--- src/rtl/cids_pkg.sv ---
package cids_pkg;
  localparam int CIDS_DW = 8;
  localparam int CIDS_IW = 16;
  localparam int CIDS_PCW = 21;
  // opcode match values, upper bits of the instruction word; decimal adjust matches the whole word
  localparam logic [6:0] OP_CMP_LESS = 7'h30;
  localparam logic [6:0] OP_CMP_GREATER = 7'h32;
  localparam logic [15:0] OP_DEC_ADJ = 16'h0007;
  localparam logic [5:0] OP_DEC_FILE = 6'h01;
  localparam logic [5:0] OP_DEC_SKIP_Z = 6'h0b;
  localparam logic [5:0] OP_DEC_SKIP_NZ = 6'h13;
  localparam logic [5:0] OP_INC_FILE = 6'h0a;
  localparam logic [5:0] OP_INC_SKIP_Z = 6'h0f;
  localparam logic [5:0] OP_INC_SKIP_NZ = 6'h12;
  localparam logic [7:0] OP_JUMP_HI = 8'hef;
  localparam logic [3:0] OP_SECOND_WORD = 4'hf;
  localparam int BIT_DEST = 9;
  localparam int BIT_BANK = 8;
  localparam logic [3:0] BCD_LIMIT = 4'h9;
  localparam logic [3:0] BCD_FIX = 4'h6;
  localparam logic [7:0] ACCESS_BANK = 8'h00;
  localparam logic [4:0] RST_FLAGS = 5'h00;
  localparam logic [7:0] RST_WORKING_REGISTER = 8'h00;
  // flag bit positions: c, dc, z, ov, n
  localparam int FL_C = 0;
  localparam int FL_DC = 1;
  localparam int FL_Z = 2;
  localparam int FL_OV = 3;
  localparam int FL_N = 4;
  typedef enum {CIDS_EXEC, CIDS_SKIP, CIDS_JUMP2} cids_state_t;
  typedef struct packed {
    logic we;
    logic [11:0] addr;
    logic [7:0] data;
  } cids_file_wr_t;
endpackage

--- src/rtl/cids_core.sv ---
// Operation
// - compare-less-skip skips when file below working register, flags kept
// - taken skip runs nop cycles, two for a two-word instruction
// - decimal adjust adds 6 per nibble above 9 or carried
// - decrement-skip-zero writes destination, skips on zero result, flags kept
// - increment-skip-zero writes destination, skips on zero result, flags kept
// - increment-skip-nonzero writes destination, skips on nonzero result
// - absolute jump loads 20-bit literal into pc bits 20:1
// - absolute jump takes two cycles, second is a nop
// - bank bit 0 uses access bank, 1 uses bank select register
// - destination bit 0 writes working register, 1 writes file
`timescale 1ns/1ps
`default_nettype none
module cids_core
  import cids_pkg::*;
(
  input wire logic clk_in,
  input wire logic sys_rst_in,
  input wire logic clk_en_in,
  input wire logic [CIDS_IW-1:0] instr_in,
  input wire logic instr_valid_in,
  input wire logic [CIDS_IW-1:0] next_instr_in,
  input wire logic [7:0] bank_select_register_in,
  input wire logic [CIDS_DW-1:0] file_rdata_in,
  output logic [11:0] file_raddr_out,
  output cids_file_wr_t file_wr_out,
  output logic [CIDS_DW-1:0] working_register_out,
  output logic [4:0] flags_out,
  output logic [CIDS_PCW-1:0] pc_load_out,
  output logic pc_load_en_out,
  output logic nop_cycle_out,
  output logic instr_ready_out
);
  cids_state_t state_q;
  logic [7:0] working_register_q;
  logic [4:0] flags_q;
  cids_file_wr_t fwr_q;
  logic [CIDS_PCW-1:0] pcl_q;
  logic pcl_en_q;
  logic nop_q;
  logic [7:0] jlo_q;
  logic skip_two_q;

  logic [6:0] op7;
  logic [5:0] op6;
  logic dest_bit;
  logic [8:0] sum;
  logic [7:0] res;
  logic [7:0] daw_v;
  logic daw_c;
  logic is_cmp_lt, is_cmp_gt, is_daw, is_dec, is_decsz, is_decsnz;
  logic is_inc, is_incsz, is_incsnz, is_jump, is_arith;
  logic skip;
  logic next_two_word;
  logic go;
  logic [7:0] bank_sel;
  logic [7:0] lit_lo;
  logic [11:0] lit_hi;
  logic file_dest_go;

  assign op7 = instr_in[15:9];
  assign op6 = instr_in[15:10];
  assign dest_bit = instr_in[BIT_DEST];
  assign is_cmp_lt = op7 == OP_CMP_LESS;
  assign is_cmp_gt = op7 == OP_CMP_GREATER;
  assign is_daw = instr_in == OP_DEC_ADJ;
  assign is_dec = op6 == OP_DEC_FILE;
  assign is_decsz = op6 == OP_DEC_SKIP_Z;
  assign is_decsnz = op6 == OP_DEC_SKIP_NZ;
  assign is_inc = op6 == OP_INC_FILE;
  assign is_incsz = op6 == OP_INC_SKIP_Z;
  assign is_incsnz = op6 == OP_INC_SKIP_NZ;
  assign is_jump = instr_in[15:8] == OP_JUMP_HI;
  assign is_arith = is_dec | is_decsz | is_decsnz | is_inc | is_incsz |
    is_incsnz;
  assign go = clk_en_in && state_q == CIDS_EXEC && instr_valid_in;
  assign instr_ready_out = state_q == CIDS_EXEC;
  assign next_two_word = next_instr_in[15:12] == OP_SECOND_WORD;

  // bank bit 0 forces the access bank
  assign bank_sel = instr_in[BIT_BANK] ? bank_select_register_in
    : ACCESS_BANK;
  assign file_raddr_out = {bank_sel[3:0], instr_in[7:0]};

  // literal fields and write strobe seen by the checks
  assign lit_lo = instr_in[7:0];
  assign lit_hi = instr_in[11:0];
  assign file_dest_go = go && is_arith && dest_bit;

  always_comb begin
    if (is_inc | is_incsz | is_incsnz) begin
      sum = {1'b0, file_rdata_in} + 9'h001;
    end else begin
      sum = {1'b0, file_rdata_in} + 9'h0ff;
    end
    res = sum[7:0];
  end

  // decimal adjust, low then high nibble
  always_comb begin
    logic [4:0] lo;
    logic [4:0] hi;
    lo = {1'b0, working_register_q[3:0]};
    hi = {1'b0, working_register_q[7:4]};
    if (working_register_q[3:0] > BCD_LIMIT || flags_q[FL_DC]) begin
      lo = lo + {1'b0, BCD_FIX};
    end
    hi = hi + {4'h0, lo[4]};
    if (hi[3:0] > BCD_LIMIT || flags_q[FL_C] || hi[4]) begin
      hi = hi + {1'b0, BCD_FIX};
    end
    daw_v = {hi[3:0], lo[3:0]};
    daw_c = hi[4] | flags_q[FL_C];
  end

  always_comb begin
    skip = 1'b0;
    if (is_cmp_lt) begin
      skip = file_rdata_in < working_register_q;
    end else if (is_cmp_gt) begin
      skip = file_rdata_in > working_register_q;
    end else if (is_decsz) begin
      skip = res == 8'h00;
    end else if (is_incsz) begin
      skip = res == 8'h00;
    end else if (is_incsnz) begin
      skip = res != 8'h00;
    end else if (is_decsnz) begin
      skip = res != 8'h00;
    end
  end

  // sequencer for skip nops and jump second cycle
  always_ff @(posedge clk_in or posedge sys_rst_in) begin
    if (sys_rst_in) begin
      state_q <= CIDS_EXEC;
      skip_two_q <= 1'b0;
      nop_q <= 1'b0;
    end else if (clk_en_in) begin
      case (state_q)
        CIDS_EXEC: begin
          nop_q <= 1'b0;
          if (go && skip) begin
            state_q <= CIDS_SKIP;
            skip_two_q <= next_two_word;
          end else if (go && is_jump) begin
            state_q <= CIDS_JUMP2;
          end
        end
        CIDS_SKIP: begin
          nop_q <= 1'b1;
          skip_two_q <= 1'b0;
          if (!skip_two_q) begin
            state_q <= CIDS_EXEC;
          end
        end
        CIDS_JUMP2: begin
          nop_q <= 1'b1;
          state_q <= CIDS_EXEC;
        end
        default: begin
          state_q <= CIDS_EXEC;
        end
      endcase
    end
  end

  // jump target, pc bit 0 always zero
  always_ff @(posedge clk_in or posedge sys_rst_in) begin
    if (sys_rst_in) begin
      pcl_q <= '0;
      pcl_en_q <= 1'b0;
      jlo_q <= 8'h00;
    end else if (clk_en_in) begin
      pcl_en_q <= 1'b0;
      if (go && is_jump) begin
        jlo_q <= instr_in[7:0];
      end
      if (state_q == CIDS_JUMP2) begin
        pcl_q <= {instr_in[11:0], jlo_q, 1'b0};
        pcl_en_q <= 1'b1;
      end
    end
  end

  // destination write and working register
  always_ff @(posedge clk_in or posedge sys_rst_in) begin
    if (sys_rst_in) begin
      working_register_q <= RST_WORKING_REGISTER;
      fwr_q <= '0;
    end else if (clk_en_in) begin
      fwr_q.we <= 1'b0;
      if (go && is_arith) begin
        if (dest_bit) begin
          fwr_q.we <= 1'b1;
          fwr_q.addr <= file_raddr_out;
          fwr_q.data <= res;
        end else begin
          working_register_q <= res;
        end
      end else if (go && is_daw) begin
        working_register_q <= daw_v;
      end
    end
  end

  // only plain inc/dec and decimal adjust touch flags
  always_ff @(posedge clk_in or posedge sys_rst_in) begin
    if (sys_rst_in) begin
      flags_q <= RST_FLAGS;
    end else if (clk_en_in) begin
      if (go && (is_inc || is_dec)) begin
        flags_q[FL_C] <= is_inc ? sum[8] : sum[8];
        flags_q[FL_DC] <= is_inc ? (file_rdata_in[3:0] == 4'hf)
          : (file_rdata_in[3:0] != 4'h0);
        flags_q[FL_Z] <= res == 8'h00;
        flags_q[FL_N] <= res[7];
        flags_q[FL_OV] <= is_inc ? (file_rdata_in == 8'h7f)
          : (file_rdata_in == 8'h80);
      end else if (go && is_daw) begin
        flags_q[FL_C] <= daw_c;
      end
    end
  end

  assign file_wr_out = fwr_q;
  assign working_register_out = working_register_q;
  assign flags_out = flags_q;
  assign pc_load_out = pcl_q;
  assign pc_load_en_out = pcl_en_q;
  assign nop_cycle_out = nop_q;

  AST_SKIP_NOP: assert property (
    @(posedge clk_in) disable iff (sys_rst_in)
    (go && skip && clk_en_in) ##1 clk_en_in |=> nop_q)
    else $error("skip did not give a nop cycle");
  AST_JUMP_PC: assert property (
    @(posedge clk_in) disable iff (sys_rst_in)
    (go && is_jump) ##1 clk_en_in |=> pcl_en_q && nop_q)
    else $error("jump did not load pc in second cycle");
  AST_JUMP_BIT0: assert property (
    @(posedge clk_in) disable iff (sys_rst_in)
    pcl_en_q |-> pcl_q[0] == 1'b0)
    else $error("jump target bit 0 set");
  AST_CMP_FLAGS: assert property (
    @(posedge clk_in) disable iff (sys_rst_in)
    (go && is_cmp_lt) |=> $stable(flags_q))
    else $error("compare changed flags");
  AST_CMP_SKIP: assert property (
    @(posedge clk_in) disable iff (sys_rst_in)
    (go && is_cmp_lt && file_rdata_in >= working_register_q) |=> state_q == CIDS_EXEC)
    else $error("compare skipped wrongly");
  AST_DSZ_FLAGS: assert property (
    @(posedge clk_in) disable iff (sys_rst_in)
    (go && (is_decsz || is_incsz)) |=> $stable(flags_q))
    else $error("skip-zero changed flags");
  AST_ISZ_SKIP: assert property (
    @(posedge clk_in) disable iff (sys_rst_in)
    (go && is_incsz && file_rdata_in == 8'hff) |=> state_q == CIDS_SKIP)
    else $error("increment-skip-zero did not skip");
  AST_INZ_SKIP: assert property (
    @(posedge clk_in) disable iff (sys_rst_in)
    (go && is_incsnz && file_rdata_in == 8'hff) |=> state_q == CIDS_EXEC)
    else $error("increment-skip-nonzero skipped on zero");
  AST_DEST_FILE: assert property (
    @(posedge clk_in) disable iff (sys_rst_in)
    (go && is_arith && dest_bit) |=> fwr_q.we && $stable(working_register_q))
    else $error("file destination not written");
  AST_INC_Z: assert property (
    @(posedge clk_in) disable iff (sys_rst_in)
    (go && is_inc && file_rdata_in == 8'hff) |=> flags_q[FL_Z])
    else $error("increment zero flag wrong");
  AST_DSNZ: assert property (
    @(posedge clk_in) disable iff (sys_rst_in)
    (go && is_decsnz && file_rdata_in == 8'h01) |=> state_q == CIDS_EXEC)
    else $error("decrement-skip-nonzero skipped on zero");
  AST_BANK: assert property (
    @(posedge clk_in) disable iff (sys_rst_in)
    !instr_in[BIT_BANK] |-> file_raddr_out[11:8] == 4'h0)
    else $error("access bank not used");

  // further checks on bank select, skips, writes, jump target, flags and freezing
  AST_BANK_SEL: assert property (
    @(posedge clk_in) disable iff (sys_rst_in)
    instr_in[BIT_BANK] |->
      file_raddr_out[11:8] == bank_select_register_in[3:0])
    else $error("bank select register not used");
  AST_JUMP_TGT: assert property (
    @(posedge clk_in) disable iff (sys_rst_in)
    pcl_en_q && $past(clk_en_in) && $past(clk_en_in, 2) |->
      pcl_q[20:9] == $past(lit_hi) && pcl_q[8:1] == $past(lit_lo, 2))
    else $error("jump target not built from both literal words");
  AST_FREEZE: assert property (
    @(posedge clk_in) disable iff (sys_rst_in)
    !clk_en_in |=> $stable(working_register_q) && $stable(flags_q) &&
      $stable(state_q) && $stable(fwr_q) && $stable(pcl_q) && $stable(nop_q))
    else $error("state moved while clock enable low");
  AST_WE_PULSE: assert property (
    @(posedge clk_in) disable iff (sys_rst_in)
    $past(clk_en_in) && fwr_q.we |-> $past(file_dest_go))
    else $error("file write without a file destination instruction");
  AST_SKIP_TWO: assert property (
    @(posedge clk_in) disable iff (sys_rst_in)
    (go && skip && next_two_word) ##1 clk_en_in |=> state_q == CIDS_SKIP)
    else $error("skip over two-word instruction too short");
  AST_SKIP_ONE: assert property (
    @(posedge clk_in) disable iff (sys_rst_in)
    (go && skip && !next_two_word) ##1 clk_en_in |=> state_q == CIDS_EXEC)
    else $error("skip over one-word instruction too long");
  AST_INZ_TAKEN: assert property (
    @(posedge clk_in) disable iff (sys_rst_in)
    (go && is_incsnz && file_rdata_in != 8'hff) |=> state_q == CIDS_SKIP)
    else $error("increment-skip-nonzero did not skip");
  AST_DSZ_TAKEN: assert property (
    @(posedge clk_in) disable iff (sys_rst_in)
    (go && is_decsz && file_rdata_in == 8'h01) |=> state_q == CIDS_SKIP)
    else $error("decrement-skip-zero did not skip");
  AST_CMP_TAKEN: assert property (
    @(posedge clk_in) disable iff (sys_rst_in)
    (go && is_cmp_lt && file_rdata_in < working_register_q) |=> state_q == CIDS_SKIP)
    else $error("compare did not skip");
  AST_DEST_W: assert property (
    @(posedge clk_in) disable iff (sys_rst_in)
    (go && is_arith && !dest_bit) |=> !fwr_q.we && working_register_q == $past(res))
    else $error("working register destination not written");
  AST_DAW_C: assert property (
    @(posedge clk_in) disable iff (sys_rst_in)
    (go && is_daw && flags_q[FL_C]) |=> flags_q[FL_C])
    else $error("decimal adjust dropped carry");
  AST_DEC_Z: assert property (
    @(posedge clk_in) disable iff (sys_rst_in)
    (go && is_dec && file_rdata_in == 8'h01) |=> flags_q[FL_Z])
    else $error("decrement zero flag wrong");

  COV_SKIP2: cover property (@(posedge clk_in)
    state_q == CIDS_SKIP && skip_two_q);
  COV_SKIP1: cover property (@(posedge clk_in)
    state_q == CIDS_SKIP && !skip_two_q);
  COV_JUMP: cover property (@(posedge clk_in) pcl_en_q);
  COV_DAW: cover property (@(posedge clk_in) go && is_daw);
  COV_FREEZE: cover property (@(posedge clk_in) !clk_en_in && instr_valid_in);
endmodule
`default_nettype wire

--- config.mk ---
export PLATFORM = sky130hd
export DESIGN_NAME = cids_core
export DESIGN_NICKNAME = d
export VERILOG_FILES = /design/src/rtl/cids_pkg.sv /design/src/rtl/cids_core.sv
export SDC_FILE = /design/constraint.sdc
export NUM_CORES = 1
export LEC_CHECK = 0
export CAP_MARGIN = 20
export CORE_UTILIZATION = 68
export DETAILED_ROUTE_END_ITERATION = 8
export DONT_BUFFER_PORTS = 1
export PLACE_DENSITY = 0.88
export SLEW_MARGIN = 20
export SYNTH_ARGS = -nofsm -noshare
export SYNTH_HDL_FRONTEND = slang
export SYNTH_SLANG_ARGS = --single-unit
--- constraint.sdc ---
create_clock -name clk_in -period 6.3 [get_ports clk_in]
set_clock_uncertainty 0.2 [all_clocks]
set_input_delay 0.63 -clock clk_in [delete_from_list [all_inputs] [get_ports clk_in]]
set_output_delay 0.63 -clock clk_in [all_outputs]
set_load 0.02 [all_outputs]
==> results of run 1 <==
==> logic make-up after synthesis <==
family                   synth area share (%)
AO/OA/AOI/OAI                           11.05
adder cells (fa/ha/maj)                 5.921
flip-flops                              44.08
other                                 0.09859
XOR/XNOR                                3.224
AND/OR/NAND/NOR                         13.22
multiplexers                            15.79
buffers and inverters                   6.612
==> how the worst max path moves through the flow <==
stage | startpoint | end | slack [ps] | cells after the start
final | instr_in[15] | skip_two_q | 2740 | 12
after global routing | instr_in[15] | skip_two_q | 2500 | 12
after CTS | instr_in[15] | skip_two_q | 2810 | 12
after detailed placement | instr_in[15] | skip_two_q | 2470 | 12
after global placement | instr_in[15] | skip_two_q | 2530 | 12
after floorplan | instr_in[12] | skip_two_q | 2710 | 14
==> report_power, final <==
part           total [W]  switching, W  leakage [nW]  internal, W
registers       0.000728      0.000199         0.883     0.000528
logic           0.000289      0.000144         0.831     0.000145
clock network   0.000399      0.000157         0.115     0.000242
==> worst register-to-register path: cells and delay by family, from the launching register on <==
family / cells / cell delay [ps]
AO/OA/AOI/OAI: 3 / 1080
AND/OR/NAND/NOR: 2 / 820
flip-flops: 1 / 420
adder cells (fa/ha/maj): 1 / 410
buffers and inverters: 1 / 110
==> cell usage in the layout (no fill, tap or decap), drive strengths merged, types with 5 or more instances in the layout <==
cell type   n
nor2       18
xnor2      12
ha         18
nand3       5
o21ai      21
clkbuf     11
nor3        8
mux2       48
nand4       7
inv        21
a21oi      18
mux2i       6
nand2      21
dfrtp      67
==> routing by layer <==
layer | vias up | wire length [um] | track usage (%)
met5 | - | 0 | 0
met4 | 0 | 158 | 11.73
met3 | 17 | 627 | 11.19
met2 | 112 | 4148 | 48.84
met1 | 1355 | 3231 | 34.29
li1 | 1244 | - | -
==> flip-flops by register name (all words and copies together) (netlist names) <==
name and count:
flags_out 5, working_register_out 8, skip_two_q 1, file_wr_out 21
pc_load_en_out 1, pc_load_out 20, jlo_q 8, state_q 2
nop_cycle_out 1
==> layout make-up <==
type | count | area (sq um) | share of cell area [%]
clock buffer | 11 | 151.4 | 3.815
clock inverter | 4 | 73.82 | 1.860
inverter | 21 | 81.33 | 2.049
multi-input combinational | 245 | 1876 | 47.26
sequential | 67 | 1677 | 42.24
tap | 70 | 87.58 | 2.207
timing repair buffer | 3 | 22.52 | 0.5675
==> metrics by stage <==
stage               power (W)  util, %  area (sq um)  setup WS, ps
floorplan           0.0009657        -          3804          2707
global placement    0.0009970    71.48          3744          2531
detailed placement   0.001022    71.48          3744          2466
CTS                  0.001425    75.78          3969          2805
global route         0.001486    75.78          3969          2498
finish               0.001416    75.78          3969          2738
==> metrics.md, run 1 <==
| Metric | Value |
|---|---|
| Status | finished, final reports clean |
| Initial DRC count | 130 |
| WP data arrival | approximately 3600 ps |
| Clk Latency, worst-skew pair | about 350 ps |
| Clk buf depth | 2 |
| Endpoint, Worst Hold | file_wr_out[20] |
| Crit-path max FO | 11 |
| R2r worst-path depth | 7 |
| Fmax | around 280 MHz |
| Tcrit/Tclk final | 56.54% |
| Post-synth EDFFs | 0 |
| Synthesis-to-layout area growth | 4.342% |
| Overall routed net length | between 8000 and 9000 um |
| Worst path cell trace | nor4bb_1 -> a22o_4 -> inv_4 -> ha_1 -> nor2_1 -> a31oi_1 -> mux2i_1 -> xnor2_1 -> nand4_1 -> o41a_1 -> a211oi_2 -> mux2i_1 |
| Initial Util | between 70% and 80% |
| Routed via count | 2728 |
| Slew Viols, Final | 0 |
| Tmin final | 3562 ps |
| Mapped Area | roughly 3800 sq um |
| R2R Setup Slk | approximately 3200 ps |
| Maximum VDD drop | 0.0003097 V |
| Slew at the pin closest to its max-slew limit | about 940 ps |
| CTS HTree Levels | 3 |
| Worst Setup End Kind | flip-flop |
| Wirelength per Cell | between 15 and 20 um |
| Layout cells sized above 1 | roughly a fifth |
| Max_slew headroom | 36.91% |
| Max-Cap Viols | 0 |
| TritonCTS clock tree | yes |
| CTS clk-pin slew, worst paths | 80 ps |
| I/O Buffers | 0 |
| Fillers | between 300 and 400 |
| Syn Area/Cell | 10.57 sq um |
| Synth area leader | dfrtp_1 |
| Yosys cell types | 55 |
| CP most frequent cell | mux2i_1 |
| Die span in y | ~77 um |
| Fin. Hold Viols | 0 |
| Setup Buffers After CTS | 0 |
| Worst hold start | clk_en_in |
| RSZ-0062 raised after global routing | false |
| Die W | about 77 um |
| CTS Buf Count | 9 |
| Grt ovf | 0 |
| Hold Buf Count CTS | 0 |
| Reg-to-Reg Start | state_q[0] |
| Fin cells | between 400 and 500 |
| Gp weighted congestion | ~0.88 |
| Worst path bufs/invs | 1 |
| Total track usage | just under 30% |
| Syn Nets | between 400 and 500 |
| Resized Gates After CTS | 0 |
| # nets final | roughly 420 |
| Post-synth top area share | 44.08% |
| Post-Synthesis Cells | 360 |
| Number of remaining DRC errors | 0 |
| Pre-antenna DRT Iters | 4 |
| Final setup viols | 0 |
| Crit-path leading delay family | compound AO/OA/AOI/OAI gates |
| Hold path depth | 1 |
| Worst EP required | about 6400 ps |
| Crit path max-delay cell type | o41a_1 |
| Ports | ~120 |
| Async S/R FF share, synth | between 90% and 100% |
| Initial antenna violation count | 0 |
| CTS root buffer | clkbuf_8 |
| Die Area | 5897 sq um |
| Dpl cells | 406 |
| Worst path max stage delay | 470 ps |
| Via-to-Cell Ratio | ~6.5 |
| Largest net degree at the start of global routing | 68 |
| DP HPWL | 5821 um |
| First-pass GRT wire length | between 10000 and 15000 um |
| Yosys warning count | 0 |
| Synth top area cells | dfrtp_1 (44%), mux2_2 (14%), ha_1 (5.9%), xnor2_1 (2.8%), o21ai_0 (2.6%) |
| Hold_ws | between 150 and 200 ps |
| Hold WC Path Type | input port to flip-flop |
| Row cnt | 26 |
| Capturing point of the worst reg2reg path | working_register_out[3] |
| Antenna-violating nets left | 0 |
| Leakage | 1.830 nW |
| Sequential fraction of the synthesis area | 44.08% |
| CORE AREA | approximately 5200 sq um |
| Number of synthesized register bits | 67 |
| Clock sinks | between 60 and 70 |
| Post-synth top cells | dfrtp_1 (67), mux2_2 (48), nand2_1 (21) |
| Crit start category | input port |
| Ys flop type | dfrtp_1 |
| Top-count cell post-synth | dfrtp_1 |
| Vias in the first global route | 2661 |
| Setup TNS | 0 ps |
| Inserted Diodes | 0 |
| Setup Crit Path Kind | input port to flip-flop |
| Pwr Density | about 360 nW/um^2 |
(Power assumes the default switching activity.)
==> run 2, diff against run 1 <==
Settings changed: ABC_AREA set to 1, CORE_UTILIZATION 68 to 58, PLACE_DENSITY 0.88 to 0.8.
Clock period 6.3 ns to 3.2 ns, I/O delays scaled along.
==> run 2 against run 1 <==
Net effect:
- cell count is 38% higher
- utilization decreased by 8.3 points
- sequential power is 61% higher
- wire length grew 20%
- cell area grew 8.6%
- first-iteration DRC count is 140% higher
- worst setup slack got worse by 2400 ps
- register-to-register slack lost 2800 ps
- non-clock buffer count is 23 higher
- critical path type is now flip-flop to flip-flop
- combinational power is 31% higher
- sequential share of layout area decreased by 3.3 points
==> metrics.md, run 2 <==
| Metric | Value |
|---|---|
| WP data arrival | 2940 ps (was 3640 ps) |
| Setup slack at placement | 76.24 ps (was 2466 ps) |
| Inserted Diodes | 0 (unchanged) |
| Routed via count | 3411 (was 2728) |
| Setup TNS | 0 ps (unchanged) |
| Initial Util | 60.46% (was 72.62%) |
| Initial antenna violation count | 0 (unchanged) |
| CP most frequent cell | inv_1 (was mux2i_1) |
| R2R Setup Slk | 340 ps (was 3150 ps) |
| CTS clk-pin slew, worst paths | 80 ps (about the same) |
| CTS HTree Levels | 3 (unchanged) |
| Worst EP required | 3280 ps (was 6370 ps) |
| I/O Buffers | 0 (unchanged) |
| Leakage | 2.257 nW (was 1.830 nW) |
| Synth area leader | dfrtp_1 (unchanged) |
| Pwr Density | 531.2 nW/um^2 (was 356.8 nW/um^2) |
| Multi-input gate area | 1847 sq um (was 1876 sq um) |
| Post-synth EDFFs | 0 (unchanged) |
| TritonCTS clock tree | yes (unchanged) |
| DP HPWL | 6911 um (was 5821 um) |
| Largest register FFs | 21 (unchanged) |
| Crit-path leading delay family | simple AND/OR/NAND/NOR gates (was compound AO/OA/AOI/OAI gates) |
| Yosys warning count | 0 (unchanged) |
| Post-synth top cells | nand2_1 (121), dfrtp_1 (67), inv_1 (60) (was dfrtp_1 (67), mux2_2 (48), nand2_1 (21)) |
| Layout cells sized above 1 | 12.08% (was 21.37%) |
| Worst hold start | instr_in[7] (was clk_en_in) |
| Top-count cell post-synth | nand2_1 (was dfrtp_1) |
| Crit path max-delay cell type | dfrtp_1 (was o41a_1) |
| Resized Gates After CTS | 0 (unchanged) |
| First-pass GRT wire length | 16220 um (was 13200 um) |
| Clk buf depth | 2 (unchanged) |
| Crit start category | flip-flop (was input port) |
| Yosys cell types | 33 (was 55) |
| Final core occ | 67.48% (was 75.78%) |
| Sequential fraction of the synthesis area | 43.42% (was 44.08%) |
| Worst path cell trace | inv_1 -> ha_1 -> nand3_1 -> inv_1 -> o21ai_1 -> inv_1 -> nand3_1 -> nand2_1 -> o21ai_0 -> o22ai_1 (was nor4bb_1 -> a22o_4 -> inv_4 -> ha_1 -> nor2_1 -> a31oi_1 -> mux2i_1 -> xnor2_1 -> nand4_1 -> o41a_1 -> a211oi_2 -> mux2i_1) |
| Setup Buffers After CTS | 0 (unchanged) |
| Die span in y | 83.59 um (was 76.79 um) |
| Via-to-Cell Ratio | 5.861 (was 6.480) |
| Initial DRC count | 306 (was 130) |
| Fin cells | 582 (was 421) |
| Status | finished, final reports clean (unchanged) |
| Setup Crit Path Kind | flip-flop to flip-flop (was input port to flip-flop) |
| Clk Latency, worst-skew pair | 350 ps (about the same) |
| CTS root buffer | clkbuf_8 (unchanged) |
| Most frequent cells in the layout | nand2_1 (121), dfrtp_1 (67), inv_1 (59) (was dfrtp_1 (67), mux2_2 (48), nand2_1 (21)) |
| Fmax | approximately 350 MHz |
| Wirelength per Cell | 16.89 um (was 19.40 um) |
| Total track usage | 29.62% (was 29.45%) |
| Overall routed net length | 9828 um (was 8166 um) |
| Tmin final | approximately 2900 ps |
| Hold Buf Count CTS | 19 (was 0) |
| Synth top area cells | dfrtp_1 (43%), nand2_1 (12%), o21ai_0 (6.4%), ha_1 (5.8%), inv_1 (5.8%) (was dfrtp_1 (44%), mux2_2 (14%), ha_1 (5.9%), xnor2_1 (2.8%), o21ai_0 (2.6%)) |
| CP startpoint | state_q[0] (was instr_in[15]) |
| Ports | 122 (unchanged) |
| Fillers | 496 (was 343) |
| Row cnt | 29 (was 26) |
| Final setup viols | 0 (unchanged) |
| Reg area | 1677 sq um (unchanged) |
| Die W | 83.59 um (was 76.79 um) |
| Async S/R FF share, synth | 100.0% (unchanged) |
| Max-Cap Viols | 0 (unchanged) |
| Syn Nets | 550 (was 430) |
| Tcrit/Tclk final | between 80% and 90% |
| Die Area | 6987 sq um (was 5897 sq um) |
| Mapped Area | 3861 sq um (was 3804 sq um) |
| Largest net degree at the start of global routing | 68 (unchanged) |
| Number of remaining DRC errors | 0 (unchanged) |
| Gp weighted congestion | 0.9380 (was 0.8825) |
| Worst path bufs/invs | 3 (was 1) |
| Vias in the first global route | 3306 (was 2661) |
| Synthesis-to-layout area growth | 11.60% (was 4.342%) |
| Reg-to-Reg Start | state_q[0] (unchanged) |
| CTS Buf Count | 9 (unchanged) |
| Crit-path max FO | 8 (was 11) |
| Post-Synthesis Cells | 480 (was 360) |
| Worst path max stage delay | 420 ps (was 470 ps) |
| Pwr Total | 0.002289 W (was 0.001416 W) |
| Worst Setup End Kind | flip-flop (unchanged) |
| Post-synth top area share | 43.42% (was 44.08%) |
| Pre-antenna DRT Iters | 6 (was 4) |
| Number of synthesized register bits | 67 (unchanged) |
| Ys flop type | dfrtp_1 (unchanged) |
| Dpl cells | 547 (was 406) |
| RSZ-0062 raised after global routing | false (unchanged) |
| Commonest non-fill, non-tap cell in the layout | nand2_1 (was dfrtp_1) |
| # nets final | 570 (was 417) |
| Hold WC Path Type | input port to flip-flop (unchanged) |
| Fin. Hold Viols | 0 (unchanged) |
| Syn Area/Cell | 8.044 sq um (was 10.57 sq um) |
| Fin worst setup slack | 337.4 ps (was 2738 ps) |
| Antenna-violating nets left | 0 (unchanged) |
| Max_slew headroom | 43.98% (was 36.91%) |
| Grt ovf | 0 (unchanged) |
| Clock sinks | 67 (unchanged) |
| CORE AREA | 6386 sq um (was 5238 sq um) |
| Maximum VDD drop | 0.0004379 V (was 0.0003097 V) |
| Slew Viols, Final | 0 (unchanged) |
| Slew at the pin closest to its max-slew limit | 840.3 ps (was 944.0 ps) |
## run 2: cell count changes after synthesis, moves of 5 or more
| cell | change |
|---|---|
| a21oi_1 | -9 |
| inv_1 | +40 |
| mux2_2 | -37 |
| mux2i_1 | -6 |
| nand2_1 | +100 |
| nand2_2 | +7 |
| nand3_1 | +21 |
| nand4_1 | +5 |
| nor2_1 | +9 |
| nor2_2 | +6 |
| o21ai_0 | +29 |
| xnor2_1 | -10 |
## run 2: metrics by stage
stage | cell area [sq um] | hold slack, ps
2_1_floorplan | 3861 | 229.4
3_3_place_gp | 3913 | 237.0
3_5_place_dp | 3913 | 241.9
4_1_cts | 4309 | 16.54
5_1_grt | 4309 | 25.23
6_report | 4309 | 37.95
## run 2: power breakdown
| group | switching [W] | leakage [nW] | internal (W) |
|---|---|---|---|
| logic | 0.000232 | 1.26 | 0.000146 |
| registers | 0.000221 | 0.896 | 0.000950 |
| clock network | 0.000368 | 0.0984 | 0.000371 |
## run 2: cell type report
type | instances | area share, %
Clock buffer | 9 | 2.875
Clock inverter | 7 | 1.916
Inverter | 64 | 5.575
Multi-Input combinational cell | 332 | 42.86
Sequential cell | 67 | 38.91
Tap cell | 77 | 2.236
Timing Repair Buffer | 26 | 5.633
## run 2: worst paths after layout
path                                      endpoint  depth (start not counted)
setup reg to reg           working_register_out[7]                         10
max in group asynchronous  working_register_out[1]                          3
hold reg to reg                         skip_two_q                          2
min in group asynchronous             flags_out[0]                          3
hold / removal                     file_wr_out[15]                          2
setup / recovery           working_register_out[7]                         10
## run 2: routing by layer
metal | global-route usage (%) | vias up | share of wire [%]
li1 | - | 1620 | -
met1 | 36.92 | 1617 | 40
met2 | 48.56 | 148 | 49
met3 | 8.506 | 26 | 8.4
met4 | 11.71 | 0 | 2.6
met5 | 0 | - | 0
## run 2: cell families (layout without fill, tap and decap cells)
group | after synthesis | in the layout | synth area share [%]
XOR/XNOR | 6 | 6 | 1.556
AND/OR/NAND/NOR | 217 | 217 | 25.79
multiplexers | 11 | 11 | 3.208
AO/OA/AOI/OAI | 79 | 79 | 11.34
flip-flops | 67 | 67 | 43.42
other | 1 | 1 | 0.09712
buffers and inverters | 81 | 106 | 8.749
adder cells (fa/ha/maj) | 18 | 18 | 5.833
==> run 3, diff against run 2 <==
Settings changed: CORE_MARGIN set to 5, REMOVE_ABC_BUFFERS set to 1.
==> run 3 against run 2 <==
Net effect:
- global-route usage down 5.0 points
- cell count down 0.34%
- critical path type unchanged
- combinational power down 1%
- register-to-register slack worse by 20 ps
- critical path depth up 1
- highest routed layer unchanged
- first-iteration DRC count down 30%
==> metrics.md, run 3 (synthesized netlist as in run 2, its figures left out) <==
| Metric | Value |
|---|---|
| Status | finished, final reports clean (unchanged) |
| Fmax | 347.3 MHz (was 349.3 MHz) |
| Setup Buffers After CTS | 0 (unchanged) |
| Routed via count | 3314 (was 3411) |
| Initial DRC count | 214 (was 306) |
| Worst path cell trace | inv_1 -> ha_1 -> nand3_1 -> inv_1 -> o21ai_1 -> buf_4 -> inv_1 -> nand3_1 -> nand2_1 -> o21ai_0 -> o22ai_1 (was inv_1 -> ha_1 -> nand3_1 -> inv_1 -> o21ai_1 -> inv_1 -> nand3_1 -> nand2_1 -> o21ai_0 -> o22ai_1) |
| First-pass GRT wire length | 16390 um (was 16220 um) |
| Pwr Density | 549.4 nW/um^2 (was 531.2 nW/um^2) |
| CP most frequent cell | inv_1 (unchanged) |
| Power share of the combinational group | 15.8% (was 16.5%) |
| DP HPWL | 7335 um (was 6911 um) |
| Die span in y | 91.59 um (was 83.59 um) |
| Tmin final | 2879 ps (was 2863 ps) |
| Maximum VDD drop | 0.0003684 V (was 0.0004379 V) |
| Worst EP required | 3270 ps (was 3280 ps) |
| Inserted Diodes | 0 (unchanged) |
| Gp weighted congestion | 0.8697 (was 0.9380) |
| CORE AREA | 6422 sq um (was 6386 sq um) |
| CTS clk-pin slew, worst paths | 90 ps (was 80 ps) |
| Max_slew headroom | 40.54% (was 43.98%) |
| Clk buf depth | 2 (unchanged) |
| Clk network pwr share | 34.9% (was 32.3%) |
| Largest net degree at the start of global routing | 45 (was 68) |
| Initial antenna violation count | 0 (unchanged) |
| Hold WC Path Type | input port to flip-flop (unchanged) |
| Dpl cells | 546 (was 547) |
| Most frequent cells in the layout | nand2_1 (121), dfrtp_1 (67), inv_1 (59) (unchanged) |
| I/O Buffers | 0 (unchanged) |
| Multi-input gate area | 1852 sq um (was 1847 sq um) |
| Antenna-violating nets left | 0 (unchanged) |
| Initial Util | 60.12% (was 60.46%) |
| Number of remaining DRC errors | 0 (unchanged) |
| Reg area | 1677 sq um (unchanged) |
| Fin. Hold Viols | 0 (unchanged) |
| Setup Crit Path Kind | flip-flop to flip-flop (unchanged) |
| Max-Cap Viols | 0 (unchanged) |
| Largest register FFs | 21 (unchanged) |
| Switching part of the total power | 34.12% (was 35.88%) |
| Clock sinks | 67 (unchanged) |
| Overall routed net length | 9871 um (was 9828 um) |
| Die Area | 8389 sq um (was 6987 sq um) |
| Crit start category | flip-flop (unchanged) |
| R2R Setup Slk | 320 ps (was 340 ps) |
| Slew Viols, Final | 0 (unchanged) |
| Worst Setup End Kind | flip-flop (unchanged) |
| Grt ovf | 0 (unchanged) |
| Clk Latency, worst-skew pair | 350 ps (about the same) |
| Switching power | 0.0008108 W (was 0.0008213 W) |
| Fillers | 514 (was 496) |
| # nets final | 568 (was 570) |
| Tcrit/Tclk final | 89.98% (was 89.46%) |
| CTS root buffer | clkbuf_8 (unchanged) |
| Design Area, Final | 4325 sq um (was 4309 sq um) |
| Commonest non-fill, non-tap cell in the layout | nand2_1 (unchanged) |
| Crit-path max FO | 11 (was 8) |
| Fin cells | 580 (was 582) |
| Layout cells sized above 1 | 12.13% (was 12.08%) |
| Wirelength per Cell | 17.02 um (was 16.89 um) |
| RSZ-0062 raised after global routing | false (unchanged) |
| Die W | 91.59 um (was 83.59 um) |
| Placed Instance Area | 3905 sq um (was 3913 sq um) |
| Pre-antenna DRT Iters | 5 (was 6) |
| Leakage | 2.265 nW (was 2.257 nW) |
| TritonCTS clock tree | yes (unchanged) |
| Register share of total power | 49.3% (was 51.2%) |
| CTS Buf Count | 9 (unchanged) |
| Crit path max-delay cell type | dfrtp_1 (unchanged) |
| Worst path max stage delay | 420 ps (about the same) |
| Total track usage | 24.62% (was 29.62%) |
| Ports | 122 (unchanged) |
| CTS HTree Levels | 3 (unchanged) |
| WP data arrival | 2950 ps (was 2940 ps) |
| Cell Int Power | 0.001565 W (was 0.001468 W) |
| Slew at the pin closest to its max-slew limit | 890.6 ps (was 840.3 ps) |
| Setup TNS | 0 ps (unchanged) |
| Row cnt | 29 (unchanged) |
| Vias in the first global route | 3322 (was 3306) |
| Via-to-Cell Ratio | 5.714 (was 5.861) |
| Final setup viols | 0 (unchanged) |
| Final core occ | 67.35% (was 67.48%) |
| Synthesis-to-layout area growth | 12.02% (was 11.60%) |
## run 3: changes by cell type in the layout (fill, tap and decap cells not counted), sizes merged
cell	previous run	this run
buf	7	6
dlygate4sd3	19	18
clkinvlp	2	0
inv	67	65
clkinv	1	3
bufinv	1	2
clkbuf	9	10
## run 3: worst max-delay path, delay by kind of cell (launching register included)
family	cells	cell delay (ps)
AOI/OAI and AO/OA	3	380
adders and majority gates	1	420
buffers and inverters	4	640
DFF	1	420
and+or+nand+nor	3	730
## run 3: area by class of cell
cell class,instances,area share (%)
inverters,64,5.554
clock buffers,10,3.182
flip-flops and latches,67,38.76
clock inverters,6,2.256
multi-input cells,332,42.81
repair buffers,24,5.207
well taps,77,2.227
## run 3: final timing paths
kind                                   start  depth (start not counted)                 endpoint
worst max-delay path              state_q[0]                         11  working_register_out[7]
worst min-delay path            instr_in[10]                          2          pc_load_out[19]
worst max register to register    state_q[0]                         11  working_register_out[7]
worst min register to register    skip_two_q                          2               skip_two_q
max in group asynchronous         sys_rst_in                          3           file_wr_out[7]
min in group asynchronous         sys_rst_in                          2           pc_load_out[2]
## run 3: stage by stage
step | hold slack (ps) | power (W) | setup WS, ps
finish | 8.377 | 0.002376 | 320.5
global route | 31.05 | 0.002498 | 55.07
CTS | 14.13 | 0.002385 | 368.7
detailed placement | 233.3 | 0.001540 | 67.80
global placement | 212.9 | 0.001516 | 144.4
floorplan | 229.5 | 0.001436 | 489.5
## run 3: power groups by stage
stage,Clock (W),Sequential (W),Combinational (W)
after floorplan,0,0.00116,0.000279
after global placement,0,0.00119,0.000331
after detailed placement,0,0.00119,0.000350
after CTS,0.000840,0.00117,0.000370
after global routing,0.000878,0.00119,0.000433
final,0.000830,0.00117,0.000374
## run 3: timing repair
item / in CTS / in global routing
gates resized for setup: 0 / 1
hold buffers: 18 / 0
endpoints found under the hold margin: 72 / 0
setup endpoints to repair: 0 / 1
## run 3: per-layer routing
metal,GRT usage [%],vias up,routed length (um)
li1,-,1609,-
met1,28.12,1546,3833
met2,43.03,140,4969
met3,7.769,19,855
met4,9.171,0,212
met5,0,-,0
